**config.mk**
```make
export PLATFORM = sky130hd
export DESIGN_NAME = dsac_core
export DESIGN_NICKNAME = d
export VERILOG_FILES = /design/src/dsac_pkg.sv /design/src/dsac_core.sv
export SDC_FILE = /design/constraint.sdc
export NUM_CORES = 2
export LEC_CHECK = 0
export BUFFER_PORTS_ARGS = -buffer_cell sky130_fd_sc_hd__buf_4
export CAP_MARGIN = 30
export CORE_ASPECT_RATIO = 1.75
export CORE_UTILIZATION = 38
export CTS_CLUSTER_DIAMETER = 50
export CTS_CLUSTER_SIZE = 10
export DETAILED_ROUTE_END_ITERATION = 16
export PLACE_DENSITY = 0.53
export SLEW_MARGIN = 25
export SYNTH_ARGS = -nofsm -noshare
export SYNTH_HDL_FRONTEND = slang
export SYNTH_SLANG_ARGS = --single-unit
```
**constraint.sdc**
```tcl
create_clock -name clock -period 26.4 [get_ports clock]
set_input_delay 0 -clock clock [delete_from_list [all_inputs] [get_ports clock]]
set_output_delay 0 -clock clock [all_outputs]
set_load 0.05 [all_outputs]
```
**src/dsac_pkg.sv**
```systemverilog
// Shared constants and types of the spread-spectrum acquisition correlator.
package dsac_pkg;

  // Register addresses on the plain register port.
  localparam logic [7:0] ADR_CTRL = 8'h00;
  localparam logic [7:0] ADR_STATUS = 8'h01;
  localparam logic [7:0] ADR_RXLEN = 8'h02;
  localparam logic [7:0] ADR_TXLEN = 8'h03;
  localparam logic [7:0] ADR_TXSEQ_A = 8'h04;
  localparam logic [7:0] ADR_TXSEQ_B = 8'h05;
  localparam logic [7:0] ADR_RXSEQ_A = 8'h06;
  localparam logic [7:0] ADR_RXSEQ_B = 8'h07;
  localparam logic [7:0] ADR_BTHR_A = 8'h08;
  localparam logic [7:0] ADR_BTHR_B = 8'h09;
  localparam logic [7:0] ADR_PTHR_A = 8'h0A;
  localparam logic [7:0] ADR_PTHR_B = 8'h0B;
  localparam logic [7:0] ADR_BQ_A = 8'h0C;
  localparam logic [7:0] ADR_BQ_B = 8'h0D;
  localparam logic [7:0] ADR_PQ_A = 8'h0E;
  localparam logic [7:0] ADR_PQ_B = 8'h0F;

  // Field positions.
  localparam int CTRL_DIV_BIT = 0;
  localparam int CTRL_DESCR_BIT = 1;
  localparam int CTRL_RESTART_BIT = 2;
  localparam int RXLEN_LSB = 6;
  localparam int TXLEN_LSB = 5;

  // Values after reset.
  localparam logic [7:0] CTRL_RST = 8'h01;
  localparam logic [7:0] RXLEN_RST = 8'h00;
  localparam logic [7:0] TXLEN_RST = 8'h00;
  localparam logic [15:0] SEQ_RST = 16'h05B8;
  localparam logic [15:0] BTHR_RST = 16'h0100;
  localparam logic [15:0] PTHR_RST = 16'h0020;

  // Chip counts per symbol for the two-bit length code.
  localparam logic [4:0] CHIPS_C0 = 5'h0B;
  localparam logic [4:0] CHIPS_C1 = 5'h0D;
  localparam logic [4:0] CHIPS_C2 = 5'h0F;
  localparam logic [4:0] CHIPS_C3 = 5'h10;

  // Symbol counts.
  localparam logic [6:0] ACQ_BLOCK_LAST = 7'h0F;
  localparam logic [6:0] DATA_BLOCK_LAST = 7'h7F;
  localparam logic [2:0] SEED_LAST = 3'h6;

  typedef enum logic [1:0] {ST_SCAN, ST_VERIFY, ST_SEED, ST_TRACK} dsac_fsm_t;

  typedef struct packed {
    logic signed [2:0] i;
    logic signed [2:0] q;
  } dsac_sample_t;

  typedef struct packed {
    logic wr;
    logic rd;
    logic [7:0] addr;
    logic [7:0] wdata;
  } dsac_bus_t;

endpackage

```
**src/dsac_core.sv**
```systemverilog
// Acquisition, antenna diversity and PN correlator logic of the baseband receiver.
`timescale 1ns/1ps
`default_nettype none

module dsac_core
  import dsac_pkg::*;
(
  // Clock, reset and enable.
  input wire logic clock,
  input wire logic rst,
  input wire logic ce,
  // Register port.
  input wire dsac_bus_t bus,
  output logic [7:0] rd_data,
  // Baseband samples at two per chip.
  input wire dsac_sample_t sample_in,
  input wire logic sample_valid,
  // Receiver status and data.
  output logic antenna_sel,
  output logic carrier_sense_out,
  output logic coherent_mode,
  output logic data_valid,
  output logic rx_bit,
  output logic rx_bit_strobe,
  // Transmit spreading set-up.
  output logic [15:0] tx_spread_seq,
  output logic [1:0] tx_chip_len
);

  typedef struct packed {
    logic [7:0] ctrl;
    logic [7:0] rxlen;
    logic [7:0] txlen;
    logic [15:0] txseq;
    logic [15:0] rxseq;
    logic [15:0] bthr;
    logic [15:0] pthr;
    dsac_sample_t [31:0] hist;
    logic [4:0] samp;
    logic [4:0] pos;
    logic [4:0] pk_pos;
    logic [7:0] m1;
    logic [7:0] pk_mag;
    logic [7:0] pk_early;
    logic [7:0] pk_late;
    logic late_pend;
    logic [2:0] pk_ang;
    logic [2:0] prev_ang;
    logic [15:0] amp_acc;
    logic [15:0] var_acc;
    logic [7:0] frq_acc;
    logic [6:0] sym_cnt;
    logic [2:0] seed_cnt;
    dsac_fsm_t fsm;
    logic ant;
    logic coherent;
    logic data_valid;
    logic cs;
    logic rx_bit;
    logic rx_stb;
    logic [1:0][15:0] rec_amp;
    logic [1:0][4:0] rec_pos;
    logic [1:0][7:0] rec_frq;
    logic [1:0] rec_ok;
    logic [7:0] nco_ph;
    logic [7:0] nco_frq;
    logic [15:0] bq;
    logic [15:0] pq;
    logic [7:0] rd_data;
  } dsac_state_s_t;

  dsac_state_s_t s;
  dsac_state_s_t n;

  logic [4:0] chips;
  logic [4:0] symlast;
  logic signed [7:0] ci [0:16];
  logic signed [7:0] cq [0:16];
  logic [7:0] ai;
  logic [7:0] aq;
  logic [7:0] mag;
  logic [2:0] ang;
  logic [2:0] dph;
  logic [2:0] cph;
  logic [2:0] e;
  logic [2:0] errsq;
  logic [15:0] amp_n;
  logic [15:0] var_n;
  logic [7:0] frq_n;
  logic present;
  logic div;
  logic other;
  logic ch;
  logic [6:0] blk_last;
  logic hit;

  always_comb begin
    case (s.rxlen[RXLEN_LSB +: 2])
      2'h0: chips = CHIPS_C0;
      2'h1: chips = CHIPS_C1;
      2'h2: chips = CHIPS_C2;
      default: chips = CHIPS_C3;
    endcase
  end
  // Two samples per chip, so one symbol spans twice the chip count.
  assign symlast = 5'({chips, 1'b0} - 6'h01);

  // Parallel matched filter: chip k sits at tap 2k, for both rails.
  assign ci[0] = 8'sh00;
  assign cq[0] = 8'sh00;
  genvar k;
  for (k = 0; k < 16; k++) begin : g_tap
    logic signed [7:0] xi;
    logic signed [7:0] xq;
    logic used;
    assign xi = 8'(s.hist[2 * k].i);
    assign xq = 8'(s.hist[2 * k].q);
    assign used = (5'(k) < chips);
    // The same receive chip drives the I and the Q rail.
    assign ci[k + 1] = !used ? ci[k] : (s.rxseq[k] ? ci[k] + xi : ci[k] - xi);
    assign cq[k + 1] = !used ? cq[k] : (s.rxseq[k] ? cq[k] + xq : cq[k] - xq);
  end

  assign ai = ci[16][7] ? 8'(-ci[16]) : 8'(ci[16]);
  assign aq = cq[16][7] ? 8'(-cq[16]) : 8'(cq[16]);
  assign mag = ai + aq;
  // Coarse angle in octants: quadrant from the signs, half from the larger rail.
  assign ang = {cq[16][7], ci[16][7] ^ cq[16][7],
                (ci[16][7] ^ cq[16][7]) ? (ai > aq) : (aq > ai)};

  // Differential reference before lock, the oscillator phase after it.
  assign dph = s.pk_ang - s.prev_ang;
  assign cph = s.pk_ang - s.nco_ph[7:5];
  assign e = s.coherent ? cph : dph;
  assign errsq = (e[1:0] == 2'h0) ? 3'h0 : ((e[1:0] == 2'h2) ? 3'h4 : 3'h1);
  assign amp_n = s.amp_acc + 16'(s.pk_mag);
  assign var_n = s.var_acc + 16'(errsq);
  assign frq_n = s.frq_acc + {{6{dph[1]}}, dph[1:0]};
  // Both measures must pass; low variance is the good direction.
  assign present = (amp_n > s.bthr) && (var_n < s.pthr);
  assign div = s.ctrl[CTRL_DIV_BIT];
  assign other = ~s.ant;
  assign ch = (div && s.rec_ok[other] && (s.rec_amp[other] > amp_n)) ? other : s.ant;
  assign blk_last = (s.fsm == ST_TRACK) ? DATA_BLOCK_LAST : ACQ_BLOCK_LAST;

  always_comb begin
    n = s;
    hit = 1'b0;
    n.rd_data = 8'h00;
    n.rx_stb = 1'b0;
    if (sample_valid) begin
      n.hist = {s.hist[30:0], sample_in};
      n.m1 = mag;
      if (s.late_pend) begin
        n.late_pend = 1'b0;
        n.pk_late = mag;
      end
      if (s.samp >= symlast) begin
        n.samp = 5'h00;
        n.pk_mag = 8'h00;
        n.prev_ang = s.pk_ang;
        n.amp_acc = amp_n;
        n.var_acc = var_n;
        n.frq_acc = frq_n;
        n.sym_cnt = s.sym_cnt + 7'h01;
        // Nearest BPSK point is zero or four octants away.
        n.rx_bit = 3'(e + 3'h2) >= 3'h4;
        n.rx_stb = s.data_valid;
        if (s.coherent) begin
          // Carrier phase is re-measured every symbol and steers the oscillator.
          n.nco_ph = s.nco_ph + s.nco_frq + {{4{e[1]}}, e[1:0], 2'b00};
          // Early/late balance nudges the on-time sample by one position.
          if (s.pk_late > s.pk_early && s.pos < 5'(symlast - 5'h01)) begin
            n.pos = s.pos + 5'h01;
          end else if (s.pk_early > s.pk_late && s.pos > 5'h01) begin
            n.pos = s.pos - 5'h01;
          end
        end
        if (s.fsm == ST_SEED) begin
          if (!s.ctrl[CTRL_DESCR_BIT] || s.seed_cnt == SEED_LAST) begin
            n.fsm = ST_TRACK;
            n.data_valid = 1'b1;
            n.sym_cnt = 7'h00;
            n.amp_acc = 16'h0000;
            n.var_acc = 16'h0000;
            n.frq_acc = 8'h00;
          end else begin
            n.seed_cnt = s.seed_cnt + 3'h1;
          end
        end
        if (s.sym_cnt >= blk_last) begin
          n.sym_cnt = 7'h00;
          n.amp_acc = 16'h0000;
          n.var_acc = 16'h0000;
          n.frq_acc = 8'h00;
          n.bq = amp_n;
          n.pq = var_n;
          n.cs = present;
          case (s.fsm)
            ST_SCAN: begin
              n.rec_amp[s.ant] = amp_n;
              n.rec_pos[s.ant] = s.pk_pos;
              n.rec_frq[s.ant] = {frq_n[6:0], 1'b0};
              n.rec_ok[s.ant] = present;
              if (present) begin
                // Scanning ends here; the better antenna is held from now on.
                n.ant = ch;
                n.pos = (ch == s.ant) ? s.pk_pos : s.rec_pos[other];
                n.nco_frq = (ch == s.ant) ? {frq_n[6:0], 1'b0} : s.rec_frq[other];
                n.nco_ph = {s.pk_ang, 5'h00};
                n.coherent = 1'b1;
                n.fsm = div ? ST_SEED : ST_VERIFY;
                n.seed_cnt = 3'h0;
                n.rec_ok = 2'b00;
              end else begin
                // Single antenna keeps dwelling on the first antenna.
                n.ant = div ? other : 1'b0;
              end
            end
            ST_VERIFY: begin
              if (present) begin
                n.fsm = ST_SEED;
              end else begin
                n.fsm = ST_SCAN;
                n.coherent = 1'b0;
              end
            end
            default: begin
              // Seeding and tracking never switch antennas.
              n.ant = s.ant;
            end
          endcase
        end
      end else begin
        n.samp = s.samp + 5'h01;
      end
      // A peak found in the symbol-end sample counts toward the next symbol.
      hit = s.coherent ? (n.samp == s.pos) : (mag > n.pk_mag);
      if (hit) begin
        n.pk_mag = mag;
        n.pk_ang = ang;
        n.pk_pos = n.samp;
        n.pk_early = s.m1;
        n.pk_late = 8'h00;
        n.late_pend = 1'b1;
      end
    end
    if (bus.wr) begin
      case (bus.addr)
        ADR_CTRL: begin
          n.ctrl = bus.wdata & 8'h03;
          if (bus.wdata[CTRL_RESTART_BIT]) begin
            n.fsm = ST_SCAN;
            n.coherent = 1'b0;
            n.data_valid = 1'b0;
            n.sym_cnt = 7'h00;
            n.rec_ok = 2'b00;
            n.amp_acc = 16'h0000;
            n.var_acc = 16'h0000;
            n.frq_acc = 8'h00;
          end
        end
        ADR_RXLEN: n.rxlen = bus.wdata & 8'hC0;
        ADR_TXLEN: n.txlen = bus.wdata & 8'h60;
        ADR_TXSEQ_A: n.txseq[15:8] = bus.wdata;
        ADR_TXSEQ_B: n.txseq[7:0] = bus.wdata;
        ADR_RXSEQ_A: n.rxseq[15:8] = bus.wdata;
        ADR_RXSEQ_B: n.rxseq[7:0] = bus.wdata;
        ADR_BTHR_A: n.bthr[15:8] = bus.wdata;
        ADR_BTHR_B: n.bthr[7:0] = bus.wdata;
        ADR_PTHR_A: n.pthr[15:8] = bus.wdata;
        ADR_PTHR_B: n.pthr[7:0] = bus.wdata;
        default: n.ctrl = s.ctrl;
      endcase
    end
    if (bus.rd) begin
      case (bus.addr)
        ADR_CTRL: n.rd_data = s.ctrl;
        ADR_STATUS: n.rd_data = {s.cs, s.data_valid, s.coherent, s.ant, 2'b00, s.fsm};
        ADR_RXLEN: n.rd_data = s.rxlen;
        ADR_TXLEN: n.rd_data = s.txlen;
        ADR_TXSEQ_A: n.rd_data = s.txseq[15:8];
        ADR_TXSEQ_B: n.rd_data = s.txseq[7:0];
        ADR_RXSEQ_A: n.rd_data = s.rxseq[15:8];
        ADR_RXSEQ_B: n.rd_data = s.rxseq[7:0];
        ADR_BTHR_A: n.rd_data = s.bthr[15:8];
        ADR_BTHR_B: n.rd_data = s.bthr[7:0];
        ADR_PTHR_A: n.rd_data = s.pthr[15:8];
        ADR_PTHR_B: n.rd_data = s.pthr[7:0];
        ADR_BQ_A: n.rd_data = s.bq[15:8];
        ADR_BQ_B: n.rd_data = s.bq[7:0];
        ADR_PQ_A: n.rd_data = s.pq[15:8];
        ADR_PQ_B: n.rd_data = s.pq[7:0];
        default: n.rd_data = 8'h00;
      endcase
    end
  end

  always_ff @(posedge clock or posedge rst) begin
    if (rst) begin
      s <= '0;
      s.ctrl <= CTRL_RST;
      s.rxlen <= RXLEN_RST;
      s.txlen <= TXLEN_RST;
      s.txseq <= SEQ_RST;
      s.rxseq <= SEQ_RST;
      s.bthr <= BTHR_RST;
      s.pthr <= PTHR_RST;
      s.fsm <= ST_SCAN;
    end else if (ce) begin
      s <= n;
    end
  end

  assign rd_data = s.rd_data;
  assign antenna_sel = s.ant;
  assign carrier_sense_out = s.cs;
  assign coherent_mode = s.coherent;
  assign data_valid = s.data_valid;
  assign rx_bit = s.rx_bit;
  assign rx_bit_strobe = s.rx_stb;
  assign tx_spread_seq = s.txseq;
  assign tx_chip_len = s.txlen[TXLEN_LSB +: 2];

endmodule

`default_nettype wire

```
Word level (Yosys, flattened, before mapping)

Cells that the tools add are included.

Bits in registers: 484

Multiplexer cells: 147
Bitwise gates (word level): 2
$lt $le $gt $ge: 32
Reduce and logical (&&, ||, !) cells: 31
Equality and inequality tests: 24
$add $sub $neg: 80

Operator list:

| kind                 | count |
|---|---|
| $mux W8              | 74 |
| $mux W166            | 2 |
| $add A8 B3 Y8        | 30 |
| $sub A8 B3 Y8        | 30 |
| $mux W47             | 4 |
| $pmux W8 S16         | 1 |
| $mux W108            | 1 |
| $mux W76             | 1 |
| $mux W5              | 13 |
| $eq A8 B4 Y1 const B | 8 |
| $mux W54             | 1 |
| $mux W52             | 1 |
| $mux W16             | 3 |
| $reduce_and A3 Y1    | 14 |
| $gt A8 B8 Y1         | 5 |
| $lt A4 B5 Y1 const A | 8 |
| $add A8 B8 Y8        | 4 |
| $bwmux W32           | 1 |
| $eq A8 B3 Y1 const B | 4 |
| $gt A16 B16 Y1       | 2 |
| $mux W28             | 1 |
| $mux W2              | 12 |
| $lt A3 B5 Y1 const A | 4 |
| $mux W18             | 1 |
| 53 further kinds     | 91 |

Depth between registers and ports, before layout

Depth after elaboration: 56
Depth in mapped cells: 75
Mapped depth without buffers: 73

Worst setup path after synthesis

Ideal clock, no wire load.

Path kind: reg-to-reg
Start: register s (netlist bit g_tap[0].xq[0])
End: register s[196] in the netlist's numbering
Path buffers: 5
Arrival time: 14.812 ns
Setup time: 0.125 ns
Path slack: 11.464 ns
Cell stages (with the launch flop): 60
Path through: dfrtp_1 inv_1 ha_1 mux2_2 inv_1 fa_1 fa_1 fa_1 fa_1 fa_1 fa_1 inv_1 fa_1 fa_1 clkbuf_1 fa_1 clkbuf_1 fa_1 [24 not listed] mux2i_1 ha_1 inv_1 a21o_1 a21oi_1 o21bai_1 a21oi_1 o21bai_1 a21oi_1 xor2_1 ha_1 nand4_1 o21ai_0 o22ai_1 and2_1 clkbuf_1 clkbuf_1 mux2_2

Cells in the longest elaborated chain, start to end: 54

RTL lines:

| what                                           | line             | text |
|---|---|---|
| start: declaration                             | dsac_core.sv:72  | `dsac_state_s_t s;` |
| start signal: assignment                       | dsac_core.sv:311 | `s <= n;` |
| $sub A1 B3 Y4                                  | dsac_core.sv:121 | `assign cq[k + 1] = !used ? cq[k] : (s.rxseq[k] ? cq[k] + xq : cq[k] - xq);` |
| $mux W8 * (2 in series)                        | dsac_core.sv:121 |  |
| $sub A8 B3 Y8 or $add A8 B3 Y8 (tied branches) | dsac_core.sv:121 |  |
| $mux W8                                        | dsac_core.sv:121 |  |
| $mux W8 *                                      | dsac_core.sv:121 |  |
| $sub A8 B3 Y8 or $add A8 B3 Y8 (tied branches) | dsac_core.sv:121 |  |
| $mux W8                                        | dsac_core.sv:121 |  |
| $mux W8 *                                      | dsac_core.sv:121 |  |
| [38 not listed]                                | --               |  |
| $mux W8 *                                      | dsac_core.sv:121 |  |
| $neg A8 Y8                                     | dsac_core.sv:125 | `assign aq = cq[16][7] ? 8'(-cq[16]) : 8'(cq[16]);` |
| $mux W8 *                                      | dsac_core.sv:125 |  |
| $add A8 B8 Y8 *                                | dsac_core.sv:126 | `assign mag = ai + aq;` |
| named net mag[7]                               | dsac_core.sv:81  | `logic [7:0] mag;` |
| $gt A8 B8 Y1 *                                 | dsac_core.sv:238 | `hit = s.coherent ? (n.samp == s.pos) : (mag > n.pk_mag);` |
| $mux W1 *                                      | dsac_core.sv:238 |  |
| $reduce_and A3 Y1 (no source line) *           | --               |  |

Mark *: on every way through the listed nets, which the timed path passes. The rest lies on a longest branch.
A chain may end at the register's enable or synchronous reset.

Final worst setup path

Start: register s[453] in the netlist's numbering
End: register s[190] in the netlist's numbering

Cells in the longest elaborated chain, start to end: 50

RTL lines:

| what                                     | line                               | text |
|---|---|---|
| $mux W8 (on tied branches) (2 in series) | dsac_core.sv:120, dsac_core.sv:121 |  |
| $sub A8 B3 Y8 (tied with other cells)    | dsac_core.sv:120                   | `assign ci[k + 1] = !used ? ci[k] : (s.rxseq[k] ? ci[k] + xi : ci[k] - xi);` |
| $mux W8 (on tied branches) (2 in series) | dsac_core.sv:120, dsac_core.sv:121 |  |
| $sub A8 B3 Y8 (tied with other cells)    | dsac_core.sv:120                   |  |
| $mux W8 (on tied branches) (2 in series) | dsac_core.sv:120, dsac_core.sv:121 |  |
| $sub A8 B3 Y8 (tied with other cells)    | dsac_core.sv:120                   |  |
| $mux W8 (on tied branches) (2 in series) | dsac_core.sv:120, dsac_core.sv:121 |  |
| $sub A8 B3 Y8 (tied with other cells)    | dsac_core.sv:120                   |  |
| [30 not listed]                          | --                                 |  |
| $mux W8 (on tied branches) (2 in series) | dsac_core.sv:120, dsac_core.sv:121 |  |
| $neg A8 Y8 (on tied branches)            | dsac_core.sv:124, dsac_core.sv:125 |  |
| $mux W8 (on tied branches)               | dsac_core.sv:124, dsac_core.sv:125 |  |
| $add A8 B8 Y8 *                          | dsac_core.sv:126                   |  |
| named net mag[7]                         | dsac_core.sv:81                    |  |
| $gt A8 B8 Y1 *                           | dsac_core.sv:238                   |  |
| $mux W1 *                                | dsac_core.sv:238                   |  |
| $reduce_and A3 Y1 (no source line) *     | --                                 |  |

Marks and branches as above.

==> flow_summary.yaml <==
timing:
  fmax_mhz: 62.00
  slew-limit-headroom: 0.3305
  setup_viol: 0
  setup_tns_ps: 0
  hold_violations: 0
  finClkSkew_ps: 48.45
  period_needed_ps: 16130
  tightest_slew_ps: 995.1
  period_share: 0.6109
  rsz0062_at_grt: "no"
  finalMaxSlewViolations: 0
drt:
  drt_iter0_drc: 1079
  wl_per_cell_um: 18.92
  final_antenna_net_count: 0
  dr.pass1.iters: 7
  via_count: 27040
  wl_mm: 97.40
  drc: 0
  viasPerCell: 5.253
worst_hold_path:
  hp-class: "in2async"
grt:
  overflow: 0
  top_usage_layer: "met2"
  antenna_found_initial: 0
  grt_pass1_vias: 27970
  grt_max_degree: 175
  grt_use_total: 0.2119
  grt.met1_usage: 0.2286
  grt_use_met2: 0.4149
  use_met3: 0.01914
  grt_pass1_wl_mm: 154.8
floorplanning:
  coreArea_mm2: 0.09178
  rows: 147
  dieArea_mm2: 0.09399
  die_y_um: 404.8
  io_pins: 60
  initial_core_util: 0.3839
  die_x_um: 232.2
worst_setup_path:
  path_max_fanout: 19
  r2r_start: "s[453]$_DFFE_PP0P_"
  r2r_cells: 60
  r2r-end: "s[190]$_DFFE_PP0P_"
  crit_required_ps: 26900
  slowest_delay_ps: 670
  cp_slowest_cell: "dfrtp_1"
  endpoint_kind: "register"
  reg2reg_slack_ps: 10270
  crit_top_cell: "fa_1"
  arrival_ps: 16630
  crit_type: "reg2reg"
  start_kind: "register"
synth:
  syn_inst: 3920
  synth_top_family_by_area: "adder cells"
  ys_ff_latch: 483
  synth-main-ff-cell: "dfrtp_1"
  synth-compound-area-share: 0.1727
  synth_cell_types: 67
  synth_fa_ha_area_frac: 0.1728
  synthMuxAreaShare: 0.06456
  syn_area_mm2: 0.03523
  yosysWarnings: 0
  syn_area_per_cell_um2: 8.988
  synth_area_leaders: "dfrtp_1, ha_1, o21ai_0"
  synth_async_sr_flop_share: 1.000
  yosys.area.top_type: "dfrtp_1"
  ys_seq_area_frac: 0.3436
  synth_xor_xnor_area_share: 0.07074
  postSynthNetCount: 4410
  netlist.area_leader.share: 0.3324
  yosys.area_share.simple: 0.1118
  synth_edf_count: 0
clock_network:
  htree_num_levels: 2
  cts_tree: "yes"
  path_clk_slew_ps: 60
  post_cts_buffers: 0
  cts_made_buffers: 57
  clock_latency_ps: 660
  cts_resized: 0
  ctsHoldBuffers: 20
  root_buffer: "clkbuf_16"
  clock_sinks: 483
  clk_path_buf_depth: 3
cells_and_area:
  final_cell_mix: "nand2_1, dfrtp_1, o21ai_0"
  diodes: 0
  drive_above_1_share: 0.08976
  layout_commonest_cell: "nand2_1"
  finalNetCount: 4411
  area_growth_pct: 9.911
  finalNonFillerCells: 5147
  fill_cells: 9127
outcome:
  status: "finished clean"
placement:
  dp.cells: 5032
  hpwl_mm: 75.08
  numPortBuffers: 59
  gp_congestion: 0.8771
run:
  maxCapViolCount: 0
-- synth_stat cells, drive strengths merged (7+ instances only) --
cell,number
xnor2,201
dfrtp,468
and2,16
or2,10
o211ai,8
xor2,67
o2bb2ai,14
inv,381
a22oi,24
fa,41
clkbuf,130
nand4,23
buf,49
o21bai,41
a21o,127
o21ai,455
o41ai,16
o31ai,10
ha,421
mux2,144
nor2,163
a22o,45
o21a,7
nand2b,21
nand3b,10
a211oi,8
mux2i,63
a221oi,13
a21oi,220
nand2,512
and3,18
nor3,41
nor2b,19
dfstp,15
nand3,61
-- final cells by class --
type / instances / area, um^2 / share of cell area
tap: 1192 / 1491 / 0.03851
timing repair buffer: 121 / 1028 / 0.02656
clock buffer: 86 / 1617 / 0.04174
inverter: 381 / 1438 / 0.03712
clock inverter: 7 / 130.1 / 0.003360
sequential: 483 / 12110 / 0.3126
multi-input combinational: 2877 / 20910 / 0.5401
-- through the flow --
stage	worst slack, ps	util	hold slack [ps]	area [um^2]
6_report	10270	0.4219	44.41	38720
5_1_grt	9298	0.4219	45.01	38720
4_1_cts	10220	0.4214	6.390	38680
3_5_place_dp	10270	0.4002	178.0	36730
3_3_place_gp	10630	0.4000	177.2	36710
2_1_floorplan	11460	-	105.4	35230
-- kinds of logic (layout without fill, tap and decap cells) --
kind of cell | Yosys count | in the layout
adder cells (fa/ha/maj) | 462 | 462
AND/OR/NAND/NOR | 914 | 914
buffers and inverters | 560 | 595
AO/OA/AOI/OAI | 1019 | 1019
flip-flops | 483 | 483
multiplexers | 208 | 208
XOR/XNOR | 274 | 274
-- worst max-delay path by stage --
| stage | from | end | slack [ps] | cells after the start |
|---|---|---|---|---|
| global placement | s[453]$_DFFE_PP0P_ | s[196]$_DFFE_PP0P_ | 10630 | 59 |
| floorplan | g_tap[0].xq[0]$_DFFE_PP0P_ | s[196]$_DFFE_PP0P_ | 11460 | 59 |
| finish | s[453]$_DFFE_PP0P_ | s[190]$_DFFE_PP0P_ | 10270 | 60 |
| global route | s[453]$_DFFE_PP0P_ | s[190]$_DFFE_PP0P_ | 9300 | 60 |
| detailed placement | s[453]$_DFFE_PP0P_ | s[196]$_DFFE_PP0P_ | 10270 | 60 |
| CTS | s[453]$_DFFE_PP0P_ | s[190]$_DFFE_PP0P_ | 10220 | 60 |
-- layer usage --
metal / wire length [um] / vias up / share of wire
li1: - / 13440 / -
met1: 37900 / 13100 / 0.39
met2: 53390 / 329 / 0.55
met3: 2233 / 167 / 0.023
met5: 0 / - / 0
met4: 3886 / 0 / 0.040
-- critical path: cells and delay by family (launching register included) --
family,cells,cell delay (ps)
compound gates,18,3190
buf+inv,5,650
mux,3,1050
fa+ha+maj,17,7160
xor+xnor,8,2020
simple gates,9,1210
flops,1,670
Power is left out: the tool's default activity adds up to more than one toggle a clock period on the data nets, which glitch-free logic cannot reach.
